## src/hw/ihc_pkg.sv

```systemverilog
// Constants and types shared by the I2C host sequencer files.
package ihc_pkg;
   // ==========================================================
   // Timing
   localparam int CLK_PERIOD_NS = 4;
   localparam int FALL_TIME_NS = 300;
   localparam int FALL_CYCLES = (FALL_TIME_NS + CLK_PERIOD_NS - 1) / CLK_PERIOD_NS;
   localparam int FRAME_TIME_NS = 288;
   localparam int FRAME_CYCLES = (FRAME_TIME_NS + CLK_PERIOD_NS - 1) / CLK_PERIOD_NS;
   localparam logic [15:0] START_FIXED_CYC = 16'h0004;
   localparam logic [15:0] REJECT_CYC = 16'h0005;
   localparam logic [7:0] JOIN_MIN_CYC = 8'h04;
   localparam logic [7:0] JOIN_MAX_CYC = 8'h50;
   // ==========================================================
   // Device register selectors
   localparam logic [2:0] DEV_CTL0 = 3'h0;
   localparam logic [2:0] DEV_STATUS = 3'h1;
   localparam logic [2:0] DEV_FLAG = 3'h2;
   localparam logic [2:0] DEV_SHIFT = 3'h3;
   localparam logic [2:0] DEV_LOW = 3'h4;
   localparam logic [2:0] DEV_HIGH = 3'h5;
   // ==========================================================
   // Device register fields
   localparam logic [7:0] CTL_IE = 8'h80;
   localparam logic [7:0] CTL_LEAVE_BUS_RELEASE = 8'h40;
   localparam logic [7:0] CTL_WAIT_RELEASE = 8'h20;
   localparam logic [7:0] CTL_STOP_INTERRUPT_ENABLE = 8'h10;
   localparam logic [7:0] CTL_WAIT_TIMING_SELECT = 8'h08;
   localparam logic [7:0] CTL_ACK_ENABLE = 8'h04;
   localparam logic [7:0] CTL_STT = 8'h02;
   localparam logic [7:0] CTL_SPT = 8'h01;
   localparam logic [7:0] CTL_BASE = 8'h1C;
   localparam logic [7:0] CTL_TRIG = 8'h03;
   localparam int ST_MASTER_STATE_FLAG = 7;
   localparam int ST_TRC = 3;
   localparam int ST_ACK_DETECTED = 2;
   localparam int FLAG_START_STATUS_FLAG = 7;
   localparam int FLAG_START_WITHOUT_STOP_ENABLE = 1;
   // ==========================================================
   // Host register map, byte addresses
   localparam logic [7:0] HR_CMD = 8'h00;
   localparam logic [7:0] HR_CFG = 8'h04;
   localparam logic [7:0] HR_DATA = 8'h08;
   localparam logic [7:0] HR_STAT = 8'h0C;
   localparam logic [7:0] HR_IRQ = 8'h10;
   localparam logic [7:0] HR_MASK = 8'h14;
   localparam logic [17:0] CFG_RESET = 18'h00000;
   localparam int CFG_START_WITHOUT_STOP_ENABLE = 16;
   localparam int CFG_MULTI = 17;
   localparam int IRQ_DONE = 0;
   localparam int IRQ_NACK = 1;
   localparam int IRQ_ARB = 2;
   localparam int IRQ_LATE = 3;
   // ==========================================================
   // Commands
   localparam logic [2:0] CMD_INIT = 3'h1;
   localparam logic [2:0] CMD_JOIN = 3'h2;
   localparam logic [2:0] CMD_START = 3'h3;
   localparam logic [2:0] CMD_WRITE = 3'h4;
   localparam logic [2:0] CMD_READ = 3'h5;
   localparam logic [2:0] CMD_READ_LAST = 3'h6;
   localparam logic [2:0] CMD_STOP = 3'h7;
   typedef enum logic [2:0] {S_IDLE, S_STEP, S_BUS, S_INT, S_DLY, S_FREE, S_SDET} ihc_state_type;
   typedef enum logic [2:0] {OP_END, OP_WR, OP_RD, OP_INT, OP_DLY, OP_FREE, OP_SDET, OP_NOP} ihc_op_type;
endpackage

```

## src/hw/ihc_host.sv

```systemverilog
// I2C host sequencer: drives the controller's registers on behalf of software.
`timescale 1ns/1ns
module ihc_host #(
   parameter int FREE_CYCLES = ihc_pkg::FRAME_CYCLES,
   parameter int FALL_CYC = ihc_pkg::FALL_CYCLES
) (
   input wire logic clk_i,
   input wire logic rst_i,
   input wire logic ce_i,
   input wire logic [7:0] wb_adr_i,
   input wire logic [31:0] wb_dat_i,
   input wire logic [3:0] wb_sel_i,
   input wire logic wb_we_i,
   input wire logic wb_cyc_i,
   input wire logic wb_stb_i,
   output logic [31:0] wb_dat_o,
   output logic wb_ack_o,
   output logic irq_o,
   output logic dev_cs_o,
   output logic dev_we_o,
   output logic [2:0] dev_addr_o,
   output logic [7:0] dev_wdata_o,
   input wire logic [7:0] dev_rdata_i,
   input wire logic dev_ack_i,
   input wire logic transfer_interrupt_i,
   input wire logic serial_clock_pin_i,
   input wire logic serial_data_pin_i
);
   ihc_pkg::ihc_state_type state_r, state_nxt;
   ihc_pkg::ihc_op_type mop;
   logic [3:0] step_r, step_nxt, mjmp;
   logic [2:0] cmd_r, mreg, dev_addr_nxt;
   logic [7:0] mval, dev_wdata_nxt, st_r, st_nxt, rx_r, rx_nxt, rd_r, rd_nxt, tx_r, en_cnt_r;
   logic [17:0] cfg_r;
   logic [3:0] irq_st_r, irq_st_nxt, mask_r, ev;
   logic [15:0] dly_r, dly_nxt, dly_sum, dly_len;
   logic dev_cs_nxt, dev_we_nxt, start_status_flag_r, start_status_flag_nxt, seen_r, seen_nxt, int_seen_r, consume;
   logic ev_done, ev_nack, ev_arb, ev_late;
   logic [2:0] level;
   logic start_det, int_edge, bus_free;
   ihc_line_sync #(.FREE_CYCLES(FREE_CYCLES)) u_sync (
      .clk_i(clk_i),
      .rst_i(rst_i),
      .ce_i(ce_i),
      .lines_i({transfer_interrupt_i, serial_data_pin_i, serial_clock_pin_i}),
      .level_o(level),
      .start_o(start_det),
      .int_edge_o(int_edge),
      .bus_free_o(bus_free)
   );
   // ==========================================================
   // Wishbone decode
   wire hit = wb_cyc_i & wb_stb_i & ~wb_ack_o;
   wire wr = hit & wb_we_i;
   wire [31:0] lane = {{8{wb_sel_i[3]}}, {8{wb_sel_i[2]}}, {8{wb_sel_i[1]}}, {8{wb_sel_i[0]}}};
   wire sel_cmd = wb_adr_i[7:2] == ihc_pkg::HR_CMD[7:2];
   wire sel_cfg = wb_adr_i[7:2] == ihc_pkg::HR_CFG[7:2];
   wire sel_data = wb_adr_i[7:2] == ihc_pkg::HR_DATA[7:2];
   wire sel_stat = wb_adr_i[7:2] == ihc_pkg::HR_STAT[7:2];
   wire sel_irq = wb_adr_i[7:2] == ihc_pkg::HR_IRQ[7:2];
   wire sel_mask = wb_adr_i[7:2] == ihc_pkg::HR_MASK[7:2];
   wire busy = state_r != ihc_pkg::S_IDLE;
   wire cmd_go = wr & sel_cmd & wb_sel_i[0] & ~busy & (wb_dat_i[2:0] != 3'h0);
   wire [17:0] cfg_w = (cfg_r & ~lane[17:0]) | (wb_dat_i[17:0] & lane[17:0]);
   wire [3:0] irq_clr = (wr & sel_irq & wb_sel_i[0]) ? wb_dat_i[3:0] : 4'h0;
   wire [31:0] stat_word = {25'h0, level[1], level[0], st_r[ihc_pkg::ST_TRC], start_status_flag_r,
      st_r[ihc_pkg::ST_MASTER_STATE_FLAG], st_r[ihc_pkg::ST_ACK_DETECTED], busy};
   wire [31:0] rdat = sel_cmd ? {29'h0, cmd_r} :
      sel_cfg ? {14'h0, cfg_r} :
      sel_data ? {24'h0, rx_r} :
      sel_stat ? stat_word :
      sel_irq ? {28'h0, irq_st_r} :
      sel_mask ? {28'h0, mask_r} : 32'h0;
   wire start_without_stop_enable = cfg_r[ihc_pkg::CFG_START_WITHOUT_STOP_ENABLE];
   wire multi = cfg_r[ihc_pkg::CFG_MULTI];
   wire trig_busy = (rd_r & ihc_pkg::CTL_TRIG) != 8'h00;
   wire [7:0] on_base = ihc_pkg::CTL_BASE | ihc_pkg::CTL_IE;
   wire [7:0] join_base = ihc_pkg::CTL_BASE & ~ihc_pkg::CTL_STOP_INTERRUPT_ENABLE;
   wire [7:0] last_rx = (on_base & ~ihc_pkg::CTL_ACK_ENABLE) | ihc_pkg::CTL_WAIT_TIMING_SELECT | ihc_pkg::CTL_WAIT_RELEASE;
   wire rejected = cmd_r == ihc_pkg::CMD_START && step_r == 4'h8 && rd_r[ihc_pkg::FLAG_START_STATUS_FLAG];
   // The wait covers both width settings, four clocks and two line fall times.
   assign dly_sum = {8'h00, cfg_r[7:0]} + {8'h00, cfg_r[15:8]} + ihc_pkg::START_FIXED_CYC
      + 16'(2 * FALL_CYC);
   assign dly_len = (dly_sum < ihc_pkg::REJECT_CYC) ? ihc_pkg::REJECT_CYC : dly_sum;
   assign ev = {ev_late, ev_arb, ev_nack, ev_done};
   assign irq_st_nxt = (irq_st_r & ~irq_clr) | ev;
   // ==========================================================
   // Command microprograms: one step per device access, wait or branch.
   always_comb
   begin
      mop = ihc_pkg::OP_END;
      mreg = ihc_pkg::DEV_CTL0;
      mval = 8'h00;
      mjmp = step_r + 4'h1;
      case (cmd_r)
         ihc_pkg::CMD_INIT:
            case (step_r)
               4'h0: begin mop = ihc_pkg::OP_WR; mreg = ihc_pkg::DEV_LOW; mval = cfg_r[7:0]; end
               4'h1: begin mop = ihc_pkg::OP_WR; mreg = ihc_pkg::DEV_HIGH; mval = cfg_r[15:8]; end
               4'h2: begin mop = ihc_pkg::OP_WR; mreg = ihc_pkg::DEV_FLAG; mval = {6'h00, start_without_stop_enable, 1'b0}; end
               4'h3: begin mop = ihc_pkg::OP_WR; mval = ihc_pkg::CTL_BASE; end
               4'h4: begin mop = ihc_pkg::OP_WR; mval = on_base; end
               4'h5: if (!start_without_stop_enable) begin mop = ihc_pkg::OP_WR; mval = on_base | ihc_pkg::CTL_SPT; end
               4'h6: if (!start_without_stop_enable) mop = ihc_pkg::OP_INT;
               default: mop = ihc_pkg::OP_END;
            endcase
         ihc_pkg::CMD_JOIN:
            case (step_r)
               4'h0: begin mop = ihc_pkg::OP_WR; mval = join_base; end
               4'h1: begin mop = ihc_pkg::OP_WR; mval = join_base | ihc_pkg::CTL_IE; end
               4'h2: mop = ihc_pkg::OP_SDET;
               4'h3: begin mop = ihc_pkg::OP_WR; mval = join_base | ihc_pkg::CTL_IE | ihc_pkg::CTL_LEAVE_BUS_RELEASE; end
               default: mop = ihc_pkg::OP_END;
            endcase
         ihc_pkg::CMD_START:
            case (step_r)
               4'h0: mop = ihc_pkg::OP_FREE;
               4'h1: mop = ihc_pkg::OP_RD;
               4'h2: begin mop = ihc_pkg::OP_NOP; mjmp = trig_busy ? 4'h1 : 4'h3; end
               4'h3: begin mop = ihc_pkg::OP_WR; mval = on_base | ihc_pkg::CTL_STT; end
               4'h4: mop = ihc_pkg::OP_DLY;
               4'h5: begin mop = ihc_pkg::OP_RD; mreg = ihc_pkg::DEV_STATUS; end
               4'h6: begin mop = ihc_pkg::OP_NOP; mjmp = st_r[ihc_pkg::ST_MASTER_STATE_FLAG] ? 4'h9 : 4'h7; end
               4'h7: begin mop = ihc_pkg::OP_RD; mreg = ihc_pkg::DEV_FLAG; end
               // A reserved start waits for the stop interrupt before loading the address.
               4'h8: if (!rd_r[ihc_pkg::FLAG_START_STATUS_FLAG]) mop = ihc_pkg::OP_INT;
               4'h9: begin mop = ihc_pkg::OP_WR; mreg = ihc_pkg::DEV_SHIFT; mval = tx_r; end
               4'hA: mop = ihc_pkg::OP_INT;
               4'hB: begin mop = ihc_pkg::OP_RD; mreg = ihc_pkg::DEV_STATUS; end
               default: mop = ihc_pkg::OP_END;
            endcase
         ihc_pkg::CMD_WRITE:
            case (step_r)
               4'h0: begin mop = ihc_pkg::OP_WR; mreg = ihc_pkg::DEV_SHIFT; mval = tx_r; end
               4'h1: mop = ihc_pkg::OP_INT;
               4'h2: begin mop = ihc_pkg::OP_RD; mreg = ihc_pkg::DEV_STATUS; end
               default: mop = ihc_pkg::OP_END;
            endcase
         ihc_pkg::CMD_READ, ihc_pkg::CMD_READ_LAST:
            case (step_r)
               4'h0:
               begin
                  mop = ihc_pkg::OP_WR;
                  mval = (cmd_r == ihc_pkg::CMD_READ) ? (on_base | ihc_pkg::CTL_WAIT_RELEASE) : last_rx;
               end
               4'h1: mop = ihc_pkg::OP_INT;
               4'h2: begin mop = ihc_pkg::OP_RD; mreg = ihc_pkg::DEV_SHIFT; end
               4'h3: if (cmd_r == ihc_pkg::CMD_READ_LAST) mop = ihc_pkg::OP_RD;
               4'h4: begin mop = ihc_pkg::OP_NOP; mjmp = trig_busy ? 4'h3 : 4'h5; end
               4'h5: begin mop = ihc_pkg::OP_WR; mval = on_base | ihc_pkg::CTL_SPT; end
               4'h6: mop = ihc_pkg::OP_INT;
               default: mop = ihc_pkg::OP_END;
            endcase
         ihc_pkg::CMD_STOP:
            case (step_r)
               4'h0: mop = ihc_pkg::OP_RD;
               4'h1: begin mop = ihc_pkg::OP_NOP; mjmp = trig_busy ? 4'h0 : 4'h2; end
               4'h2: begin mop = ihc_pkg::OP_WR; mval = on_base | ihc_pkg::CTL_SPT; end
               4'h3: mop = ihc_pkg::OP_INT;
               default: mop = ihc_pkg::OP_END;
            endcase
         default: mop = ihc_pkg::OP_END;
      endcase
   end
   // ==========================================================
   // Sequencer
   always_comb
   begin
      state_nxt = state_r;
      step_nxt = step_r;
      dev_cs_nxt = dev_cs_o;
      dev_we_nxt = dev_we_o;
      dev_addr_nxt = dev_addr_o;
      dev_wdata_nxt = dev_wdata_o;
      rd_nxt = rd_r;
      st_nxt = st_r;
      rx_nxt = rx_r;
      start_status_flag_nxt = start_status_flag_r;
      dly_nxt = dly_r;
      seen_nxt = seen_r;
      consume = 1'b0;
      ev_done = 1'b0;
      ev_nack = 1'b0;
      ev_arb = 1'b0;
      ev_late = 1'b0;
      case (state_r)
         ihc_pkg::S_IDLE:
            if (cmd_go)
            begin
               state_nxt = ihc_pkg::S_STEP;
               step_nxt = 4'h0;
               start_status_flag_nxt = 1'b0;
            end
         ihc_pkg::S_STEP:
         begin
            step_nxt = mjmp;
            case (mop)
               ihc_pkg::OP_WR:
               begin
                  dev_cs_nxt = 1'b1;
                  dev_we_nxt = 1'b1;
                  dev_addr_nxt = mreg;
                  dev_wdata_nxt = mval;
                  state_nxt = ihc_pkg::S_BUS;
               end
               ihc_pkg::OP_RD:
               begin
                  dev_cs_nxt = 1'b1;
                  dev_we_nxt = 1'b0;
                  dev_addr_nxt = mreg;
                  state_nxt = ihc_pkg::S_BUS;
               end
               ihc_pkg::OP_INT: state_nxt = ihc_pkg::S_INT;
               ihc_pkg::OP_DLY:
               begin
                  dly_nxt = dly_len;
                  state_nxt = ihc_pkg::S_DLY;
               end
               ihc_pkg::OP_FREE: state_nxt = ihc_pkg::S_FREE;
               ihc_pkg::OP_SDET:
               begin
                  seen_nxt = 1'b0;
                  state_nxt = ihc_pkg::S_SDET;
               end
               ihc_pkg::OP_NOP: state_nxt = ihc_pkg::S_STEP;
               default:
               begin
                  ev_done = 1'b1;
                  ev_arb = rejected;
                  start_status_flag_nxt = rejected;
                  state_nxt = ihc_pkg::S_IDLE;
               end
            endcase
         end
         ihc_pkg::S_BUS:
            if (dev_ack_i)
            begin
               dev_cs_nxt = 1'b0;
               state_nxt = ihc_pkg::S_STEP;
               if (!dev_we_o)
               begin
                  rd_nxt = dev_rdata_i;
                  if (dev_addr_o == ihc_pkg::DEV_SHIFT)
                     rx_nxt = dev_rdata_i;
                  if (dev_addr_o == ihc_pkg::DEV_STATUS)
                  begin
                     st_nxt = dev_rdata_i;
                     // The status read that only probes for a reservation reports nothing.
                     if (!(cmd_r == ihc_pkg::CMD_START && step_r == 4'h6))
                     begin
                        ev_nack = ~dev_rdata_i[ihc_pkg::ST_ACK_DETECTED];
                        ev_arb = ~dev_rdata_i[ihc_pkg::ST_MASTER_STATE_FLAG];
                     end
                  end
               end
            end
         ihc_pkg::S_INT:
            if (int_seen_r)
            begin
               consume = 1'b1;
               state_nxt = ihc_pkg::S_STEP;
            end
         ihc_pkg::S_DLY:
            if (dly_r <= 16'h0001)
               state_nxt = ihc_pkg::S_STEP;
            else
               dly_nxt = dly_r - 16'h0001;
         ihc_pkg::S_FREE:
            if (!multi || bus_free)
               state_nxt = ihc_pkg::S_STEP;
         ihc_pkg::S_SDET:
         begin
            if (start_det)
               seen_nxt = 1'b1;
            if (seen_r && en_cnt_r >= ihc_pkg::JOIN_MIN_CYC)
            begin
               state_nxt = ihc_pkg::S_STEP;
               ev_late = en_cnt_r > ihc_pkg::JOIN_MAX_CYC;
            end
         end
         default: state_nxt = ihc_pkg::S_IDLE;
      endcase
   end
   // ==========================================================
   // Registers
   wire join_en_done = cmd_r == ihc_pkg::CMD_JOIN && state_r == ihc_pkg::S_BUS && dev_ack_i && step_r == 4'h2;
   always_ff @(posedge clk_i)
   begin
      if (rst_i)
      begin
         state_r <= ihc_pkg::S_IDLE;
         step_r <= 4'h0;
         {dev_cs_o, dev_we_o, dev_addr_o, dev_wdata_o} <= 13'h0000;
         {rd_r, st_r, rx_r, tx_r, en_cnt_r} <= 40'h0000000000;
         {start_status_flag_r, seen_r, int_seen_r, wb_ack_o, irq_o} <= 5'h00;
         {cmd_r, irq_st_r, mask_r, dly_r} <= 27'h0000000;
         cfg_r <= ihc_pkg::CFG_RESET;
         wb_dat_o <= 32'h00000000;
      end
      else if (ce_i)
      begin
         state_r <= state_nxt;
         step_r <= step_nxt;
         {dev_cs_o, dev_we_o, dev_addr_o, dev_wdata_o} <= {dev_cs_nxt, dev_we_nxt, dev_addr_nxt, dev_wdata_nxt};
         {rd_r, st_r, rx_r, start_status_flag_r, seen_r, dly_r} <= {rd_nxt, st_nxt, rx_nxt, start_status_flag_nxt, seen_nxt, dly_nxt};
         // A new interrupt edge wins over consuming an earlier one.
         int_seen_r <= int_edge | (int_seen_r & ~consume & busy);
         en_cnt_r <= join_en_done ? 8'h00 : (en_cnt_r == 8'hFF ? en_cnt_r : en_cnt_r + 8'h01);
         irq_st_r <= irq_st_nxt;
         irq_o <= |(irq_st_r & mask_r);
         wb_ack_o <= hit;
         if (hit)
            wb_dat_o <= rdat;
         if (cmd_go)
            cmd_r <= wb_dat_i[2:0];
         if (wr & sel_cfg)
            cfg_r <= cfg_w;
         if (wr & sel_data & wb_sel_i[0])
            tx_r <= wb_dat_i[7:0];
         if (wr & sel_mask & wb_sel_i[0])
            mask_r <= wb_dat_i[3:0];
      end
   end
endmodule

```

## src/hw/ihc_line_sync.sv

```systemverilog
// Pin synchronisers, start detection, interrupt edge and bus-free timer.
`timescale 1ns/1ns
module ihc_line_sync #(
   parameter int FREE_CYCLES = ihc_pkg::FRAME_CYCLES
) (
   input wire logic clk_i,
   input wire logic rst_i,
   input wire logic ce_i,
   input wire logic [2:0] lines_i,
   output logic [2:0] level_o,
   output logic start_o,
   output logic int_edge_o,
   output logic bus_free_o
);
   logic [2:0] meta_r;
   logic [2:0] sync_r;
   logic [2:0] prev_r;
   logic [15:0] free_r;
   // ==========================================================
   // Two-stage synchronisers; bit 0 clock line, bit 1 data line, bit 2 interrupt.
   genvar g;
   generate
      for (g = 0; g < 3; g++)
      begin : g_sync
         always_ff @(posedge clk_i)
         begin
            if (rst_i)
            begin
               meta_r[g] <= 1'b1;
               sync_r[g] <= 1'b1;
               prev_r[g] <= 1'b1;
            end
            else if (ce_i)
            begin
               meta_r[g] <= lines_i[g];
               sync_r[g] <= meta_r[g];
               prev_r[g] <= sync_r[g];
            end
         end
      end
   endgenerate
   // Interrupt line resets high so reset itself is never taken for an edge.
   assign level_o = sync_r;
   assign start_o = prev_r[1] & ~sync_r[1] & sync_r[0] & prev_r[0];
   assign int_edge_o = sync_r[2] & ~prev_r[2];
   assign bus_free_o = (free_r == 16'(FREE_CYCLES));
   // ==========================================================
   // Bus-free timer: both lines high without a break for one frame.
   always_ff @(posedge clk_i)
   begin
      if (rst_i)
         free_r <= 16'h0000;
      else if (ce_i)
      begin
         if (!(sync_r[0] & sync_r[1]))
            free_r <= 16'h0000;
         else if (!bus_free_o)
            free_r <= free_r + 16'h0001;
      end
   end
endmodule

```

## config.mk

```make
export PLATFORM = sky130hd
export DESIGN_NAME = ihc_host
export DESIGN_NICKNAME = d
export VERILOG_FILES = /design/src/hw/ihc_pkg.sv /design/src/hw/ihc_host.sv /design/src/hw/ihc_line_sync.sv
export SDC_FILE = /design/constraint.sdc
export NUM_CORES = 1
export LEC_CHECK = 0
export ABC_AREA = 1
export CORE_MARGIN = 3
export CORE_UTILIZATION = 60
export CTS_CLUSTER_SIZE = 20
export DETAILED_ROUTE_END_ITERATION = 10
export DONT_BUFFER_PORTS = 1
export PLACE_DENSITY = 0.79
export SLEW_MARGIN = 0
export SYNTH_ARGS = -nofsm -noshare
export SYNTH_HDL_FRONTEND = slang
export SYNTH_SLANG_ARGS = --single-unit
```

## constraint.sdc

```tcl
create_clock -name clk_i -period 2.95 [get_ports clk_i]
set_input_delay 0.59 -clock clk_i [delete_from_list [all_inputs] [get_ports clk_i]]
set_output_delay 0.59 -clock clk_i [all_outputs]
set_load 0.005 [all_outputs]
```

==> results of run 1 <==
[cell usage in the layout (no fill, tap or decap), types with 3 or more instances in the layout]
cell and instances:
a21oi_1 105, inv_6 3, a31oi_1 4, nand2_2 15
xor2_1 16, nand2_4 3, nor2_4 4, nor3_1 26
o221ai_1 5, o21ai_1 19, nor2_1 161, inv_1 140
conb_1 14, a21oi_2 6, a211oi_1 20, nand2_1 215
clkinv_2 3, buf_4 11, xnor2_1 5, o22ai_1 11
nor2_2 10, nand4_1 15, nand3_1 77, o211ai_1 3
o21ai_0 87, dfxtp_1 143, ha_1 25, inv_2 8
clkbuf_16 17, clkinv_4 3
[worst max path at each step]
stage	end	slack (ns)	cells after the start	startpoint
floorplan	dly_r[1]	0.78	15	flip-flop
global placement	dev_wdata_o[0]	0.43	14	step_r[1]
detailed placement	dev_wdata_o[1]	0.41	14	step_r[1]
CTS	dly_r[0]	0.39	16	flip-flop
global route	dev_wdata_o[6]	0.11	14	step_r[1]
finish	dev_wdata_o[0]	0.34	14	step_r[1]
[layer usage]
metal / vias up / share of wire / global-route usage
li1: 3935 / - / -
met1: 3535 / 0.45 / 0.400
met2: 340 / 0.43 / 0.447
met3: 34 / 0.10 / 0.0820
met4: 0 / 0.016 / 0.0847
met5: - / 0 / 0
[metrics by stage]
stage	cells	utilization	setup slack, ns	power (mW)
final	1381	0.678	0.342	4.06
after global routing	1381	0.678	0.110	4.19
after CTS	1381	0.678	0.389	4.08
after detailed placement	1349	0.636	0.406	2.12
after global placement	1349	0.636	0.430	2.11
after floorplan	1213	-	0.782	2.12
[worst register-to-register path: stages (launching register included)]
cell and delay (ns):
dfxtp_1 0.40, inv_1 0.08, ha_1 0.26, nand2_2 0.27, inv_2 0.05, nand2_1 0.15, nand3_2 0.12, nor2_4 0.19
inv_2 0.08, nor2_4 0.12, nand2_2 0.07, nor2_4 0.35, nand3_1 0.19, o21ai_1 0.12, nor2_1 0.05
[Yosys cell counts (3+ instances only)]
cell / count
a211oi_1: 20
a21oi_1: 105
a21oi_2: 6
a31oi_1: 4
buf_4: 14
buf_6: 6
clkbuf_1: 26
dfxtp_1: 143
ha_1: 25
inv_1: 140
inv_2: 8
nand2_1: 215
nand2_2: 15
nand2_4: 3
nand3_1: 77
nand4_1: 15
nor2_1: 161
nor2_2: 10
nor2_4: 4
nor3_1: 26
o211ai_1: 3
o21ai_0: 87
o21ai_1: 19
o221ai_1: 5
o22ai_1: 11
xnor2_1: 5
xor2_1: 16
[where the power goes]
group          leakage, nW  switching [mW]  internal, mW  total (mW)
Sequential            1.16          0.0124          1.95        1.96
Combinational         2.25          0.0823        0.0332       0.115
Clock                0.264           0.859          1.13        1.98
[layout make-up]
type / instances / area (um^2)
clock inverter: 11 / 82.6
clock buffer: 21 / 460
multi-input combinational: 872 / 4490
timing repair buffer: 11 / 82.6
inverter: 151 / 569
tap: 172 / 215
sequential: 143 / 2860
fill: 1196 / 4160
[kinds of logic after synthesis]
kind of cell | Yosys count | synth area share
AND/OR/NAND/NOR | 542 | 0.298
AO/OA/AOI/OAI | 269 | 0.183
buffers and inverters | 198 | 0.104
flip-flops | 143 | 0.351
adder cells (fa/ha/maj) | 26 | 0.0408
XOR/XNOR | 21 | 0.0226
other | 1 | 0.000460
==> qor.yml, run 1 <==
clocking:
  cts_tree: "built"
  htreeDepth: 4
  cts_setup_buffers: 0
  clk_path_buf_depth: 2
  postCtsResizedCells: 0
  numCtsBuffers: 17
  clkTransAtPathRegs_ns: 0.06
  clk_latency_ns: 0.43
  hold_buffers: 0
  cts-root-buf: "clkbuf_16"
  clock-sinks: 143
synth:
  yosys.cell_types.count: 49
  syn_area_um2: 8150
  ys_seq_area_frac: 0.351
  syn_inst: 1200
  yosysTopAreaCell: "dfxtp_1"
  synth_area_leaders: "dfxtp_1, nand2_1, nor2_1"
  async_flop_share: 0
  yosysWarnings: 0
  ys_ff_latch: 143
  synth_edf_count: 0
  synthFlopType: "dfxtp_1"
  syn_area_per_cell_um2: 6.79
  synth_top_area_frac: 0.351
detailed_routing:
  vias: 7844
  wl_per_cell_um: 15.5
  wl_um: 21400
  via_per_inst: 5.68
  drtIter0Drc: 767
  dr.pass1.iters: 6
  drtAntennaViolNets: 0
  drc: 0
critical_path:
  path_common_cell: "nor2_4"
  worst_setup_path_start_kind: "flip-flop"
  reg2reg_from: "step_r[1]"
  cp_num_buf_inv: 3
  slowest_delay_ns: 0.40
  critical-path-top-delay-family: "simple AND/OR/NAND/NOR gates"
  cp_max_fo: 16
  critPathSlowestCell: "dfxtp_1"
  rr_worst_depth: 14
  r2r-end: "dev_wdata_o[0]"
  critical_path_class: "reg2reg"
  reg2reg_slack_ns: 0.34
  worstPathRequired_ns: 3.27
  arrival_ns: 2.93
  crit_path_end_kind: "flip-flop"
  cp_cell_sequence: "inv_1, ha_1, nand2_2, inv_2, nand2_1, nand3_2, nor2_4, inv_2, nor2_4, nand2_2, nor2_4, nand3_1, o21ai_1, nor2_1"
die:
  pin_count: 109
  fp.dieArea_um2: 15000
  die_w_um: 123
  num_rows: 41
  initial_core_util: 0.630
  die_h_um: 123
  coreArea_um2: 12900
global_routing:
  grtUsageTotal: 0.291
  antenna_found_initial: 0
  grt.overflow.total: 0
  grt_pass1_wl_um: 34900
  grt_pass1_vias: 7113
  grt_max_degree: 77
timing:
  tns_ns: 0
  tightest_slew_ns: 0.607
  holdWs_ns: 0.237
  period_minus_slack_ns: 2.61
  rsz0062_at_grt: "false"
  hold_viol: 0
  setup_violations: 0
  finClkSkew_ns: 0.00638
  relSlewSlack: 0.595
  finalCritPeriodShare: 0.884
  max_freq_mhz: 383
  report.final.slew_viol_count: 0
place:
  hpwlAfterDp_um: 16000
  dpl_cell_area_um2: 8220
  port_buffers: 0
  place_congestion: 0.940
finish:
  layout-drive-gt1-share: 0.0811
  syn_to_final_growth_pct: 7.54
  fin_area_um2: 8760
  fin_nets: 1284
  antenna_cells: 0
pwr:
  ir_worst_vdd_uv: 323
  power_leakage_nw: 3.67
  power_density_nw_per_um2: 463
worst_hold_path:
  min_to: "u_sync.free_r[13]"
  whs_path_depth: 1
  holdCritPathClass: "in2reg"
  hold_path_startpoint: "rst_i"
flow_run:
  maxCapViolCount: 0
run_status:
  status: "completed"
Note: power is estimated with default switching activity, not from simulation.
==> inputs of run 2 (changes only) <==
CELL_PAD_IN_SITES_DETAIL_PLACEMENT = 1   (was default)
CELL_PAD_IN_SITES_GLOBAL_PLACEMENT = 2   (was default)
CORE_UTILIZATION = 35   (was 60)
PLACE_DENSITY = 0.82   (was 0.79)
SYNTH_HIERARCHICAL = 1   (was default)
==> run 2 against run 1 <==
  * Via count is 7.3% higher
  * Power is 7.5% higher
  * Register-to-register slack worse by 0.08 ns
  * Critical endpoint is now dev_wdata_o[3]
  * Largest power group unchanged
  * Highest routed layer unchanged
==> qor.yml, run 2 <==
pwr:
  power_leakage_nw: 3.99  # +8.7%
  power_density_nw_per_um2: 461  # -0.46%
  ir_worst_vdd_uv: 233  # -28%
timing:
  period_minus_slack_ns: 2.69  # +0.0796 ns
  holdWs_ns: 0.220  # -0.0173 ns
  tightest_slew_ns: 0.750  # +0.143 ns
  relSlewSlack: 0.496  # -0.0984
  hold_viol: 0  # unchanged
  setup_violations: 0  # unchanged
  finalCritPeriodShare: 0.911  # +0.0270
  finClkSkew_ns: 0.0219  # +0.0155 ns
  rsz0062_at_grt: "false"
  report.final.slew_viol_count: 0  # unchanged
  max_freq_mhz: 372  # -3.0%
  tns_ns: 0  # unchanged
die:
  die_w_um: 162  # +32%
  coreArea_um2: 23800  # +84%
  num_rows: 56  # +37%
  die_h_um: 162  # +32%
  pin_count: 109  # unchanged
  fp.dieArea_um2: 26300  # +75%
  initial_core_util: 0.360  # -0.270
clocking:
  clock-sinks: 143  # unchanged
  clk_path_buf_depth: 2  # unchanged
  postCtsResizedCells: 0  # unchanged
  cts_tree: "built"
  hold_buffers: 0  # unchanged
  clk_latency_ns: 0.44  # about the same
  cts_setup_buffers: 0  # unchanged
  htreeDepth: 4  # unchanged
  cts-root-buf: "clkbuf_16"
  numCtsBuffers: 17  # unchanged
  clkTransAtPathRegs_ns: 0.08  # +0.02 ns
global_routing:
  grt_use_met1: 0.302  # -0.0981
  grt.overflow.total: 0  # unchanged
  grt_pass1_wl_um: 46000  # +32%
  use_met3: 0.0485  # -0.0336
  grt.busiest_layer: "met2"
  grtUsageTotal: 0.218  # -0.0727
  met2_usage: 0.344  # -0.103
  grt_pass1_vias: 8567  # +20%
  antenna_found_initial: 0  # unchanged
  grt_max_degree: 72  # -6.5%
finish:
  layout-drive-gt1-share: 0.0848  # +0.00370
  fillers: 3083  # +160%
  fin_area_um2: 9460  # +8.0%
  layout_common_cells: "nand2_1, nor2_1, dfxtp_1"
  antenna_cells: 0  # unchanged
  fin_nets: 1361  # +6.0%
  multiInputGateArea_um2: 4830  # +7.6%
  syn_to_final_growth_pct: 10.7
  final_common_cell: "nand2_1"
  seqCellArea_um2: 2860  # unchanged
synth:
  synth_edf_count: 0  # unchanged
  syn_inst: 1275  # +6.3%
  syn_area_per_cell_um2: 6.71  # -1.3%
  synthFlopType: "dfxtp_1"
  yosysWarnings: 6  # +6
  synth_top_area_frac: 0.335  # -0.0164
  async_flop_share: 0  # unchanged
  ys_seq_area_frac: 0.335  # -0.0164
  ys_ff_latch: 143  # unchanged
  ys_top_cells_by_count: "nand2_1, nor2_1, dfxtp_1"
  synthMostInstantiatedCell: "nand2_1"
  synth_area_leaders: "dfxtp_1, nand2_1, nor2_1"
  yosys.cell_types.count: 60  # +22%
  yosysTopAreaCell: "dfxtp_1"
  syn_area_um2: 8550  # +4.9%
critical_path:
  cp_num_buf_inv: 2  # -1
  worstPathRequired_ns: 3.28  # about the same
  cp_max_fo: 12  # -4
  worst_setup_path_start_kind: "flip-flop"
  slowest_delay_ns: 0.44  # +0.04 ns
  crit_path_end_kind: "flip-flop"
  path_common_cell: "nand2_1"
  cp_cell_sequence: "ha_1, nand3_1, nor2_1, nor2_1, nand2_1, nand2_1, nand2_1, nor2_4, inv_2, nand3_2, inv_2, nand2_1, o21ai_1, nor2_1"
  crit_start: "step_r[0]"
  critical_path_class: "reg2reg"
  critPathSlowestCell: "dfxtp_1"
  arrival_ns: 3.02  # +0.09 ns
  critical-path-top-delay-family: "simple AND/OR/NAND/NOR gates"
  reg2reg_from: "step_r[0]"
place:
  hpwlAfterDp_um: 21300  # +33%
  dpl_cell_area_um2: 8820  # +7.3%
  place_congestion: 0.869  # -7.5%
  port_buffers: 0  # unchanged
detailed_routing:
  dr.pass1.iters: 5  # -1
  drtIter0Drc: 479  # -38%
  drtAntennaViolNets: 0  # unchanged
  wl_per_cell_um: 17.7  # +14%
  drc: 0  # unchanged
  via_per_inst: 5.24  # -7.7%
  vias: 8416  # +7.3%
  wl_um: 28400  # +33%
worst_hold_path:
  hold_path_startpoint: "rst_i"
  holdCritPathClass: "in2reg"
run_status:
  status: "completed"
flow_run:
  maxCapViolCount: 0  # unchanged
## run 2: cell count changes after synthesis, moves of 5 or more
cell and change:
nand3_1 +34, a21oi_1 -11, o21ai_0 +7, nand4_1 +5
o22ai_1 -7, nand2_1 +32, clkbuf_1 -5, nand2_2 -8
o21ai_1 -14, a211oi_1 -7
## run 2: routing by layer
layer | up-vias | share of wire
li1 | 4208 | -
met1 | 4024 | 0.49
met2 | 157 | 0.44
met3 | 27 | 0.054
met4 | 0 | 0.015
met5 | - | 0
## run 2: where the power goes
| group | internal (mW) | total, mW | switching [mW] | leakage, nW |
|---|---|---|---|---|
| logic | 0.0378 | 0.139 | 0.101 | 2.53 |
| clock network | 1.17 | 2.27 | 1.10 | 0.305 |
| registers | 1.95 | 1.96 | 0.0143 | 1.15 |
| total | 3.15 | 4.36 | 1.21 | 3.99 |
## run 2: final timing paths
path	slack, ns	endpoint	cells past startpoint
max reg2reg	0.26	dev_wdata_o[3]	14
max	0.26	dev_wdata_o[3]	14
min reg2reg	0.45	rx_r[6]	2
min	0.22	u_sync/free_r[0]	1
## run 2: worst register-to-register path, stage by stage, from the launching register on
cell,delay (ns)
dfxtp_1,0.44
ha_1,0.39
nand3_1,0.21
nor2_1,0.29
nor2_1,0.10
nand2_1,0.06
nand2_1,0.05
nand2_1,0.13
nor2_4,0.07
inv_2,0.09
nand3_2,0.27
inv_2,0.27
nand2_1,0.08
o21ai_1,0.08
nor2_1,0.05
## run 2: area by class of cell
type / instances / area share
Inverter: 154 / 0.0611
Timing Repair Buffer: 20 / 0.0159
Tap cell: 319 / 0.0422
Sequential cell: 143 / 0.303
Multi-Input combinational cell: 937 / 0.511
Clock inverter: 15 / 0.0226
Clock buffer: 17 / 0.0450
## run 2: logic make-up after synthesis
logic type / share of synthesized area
AO/OA/AOI/OAI: 0.167
multiplexers: 0.00117
other: 0.000439
flip-flops: 0.335
adder cells (fa/ha/maj): 0.0389
AND/OR/NAND/NOR: 0.331
XOR/XNOR: 0.0205
buffers and inverters: 0.106
## run 2: metrics by stage
stage,utilization,instances,setup WS [ns],power (mW)
global placement,0.371,1573,0.351,2.14
CTS,0.398,1605,0.305,4.42
detailed placement,0.371,1573,0.338,2.14
floorplan,-,1288,0.741,2.13
finish,0.398,1605,0.262,4.36
global route,0.398,1605,0.0178,4.52
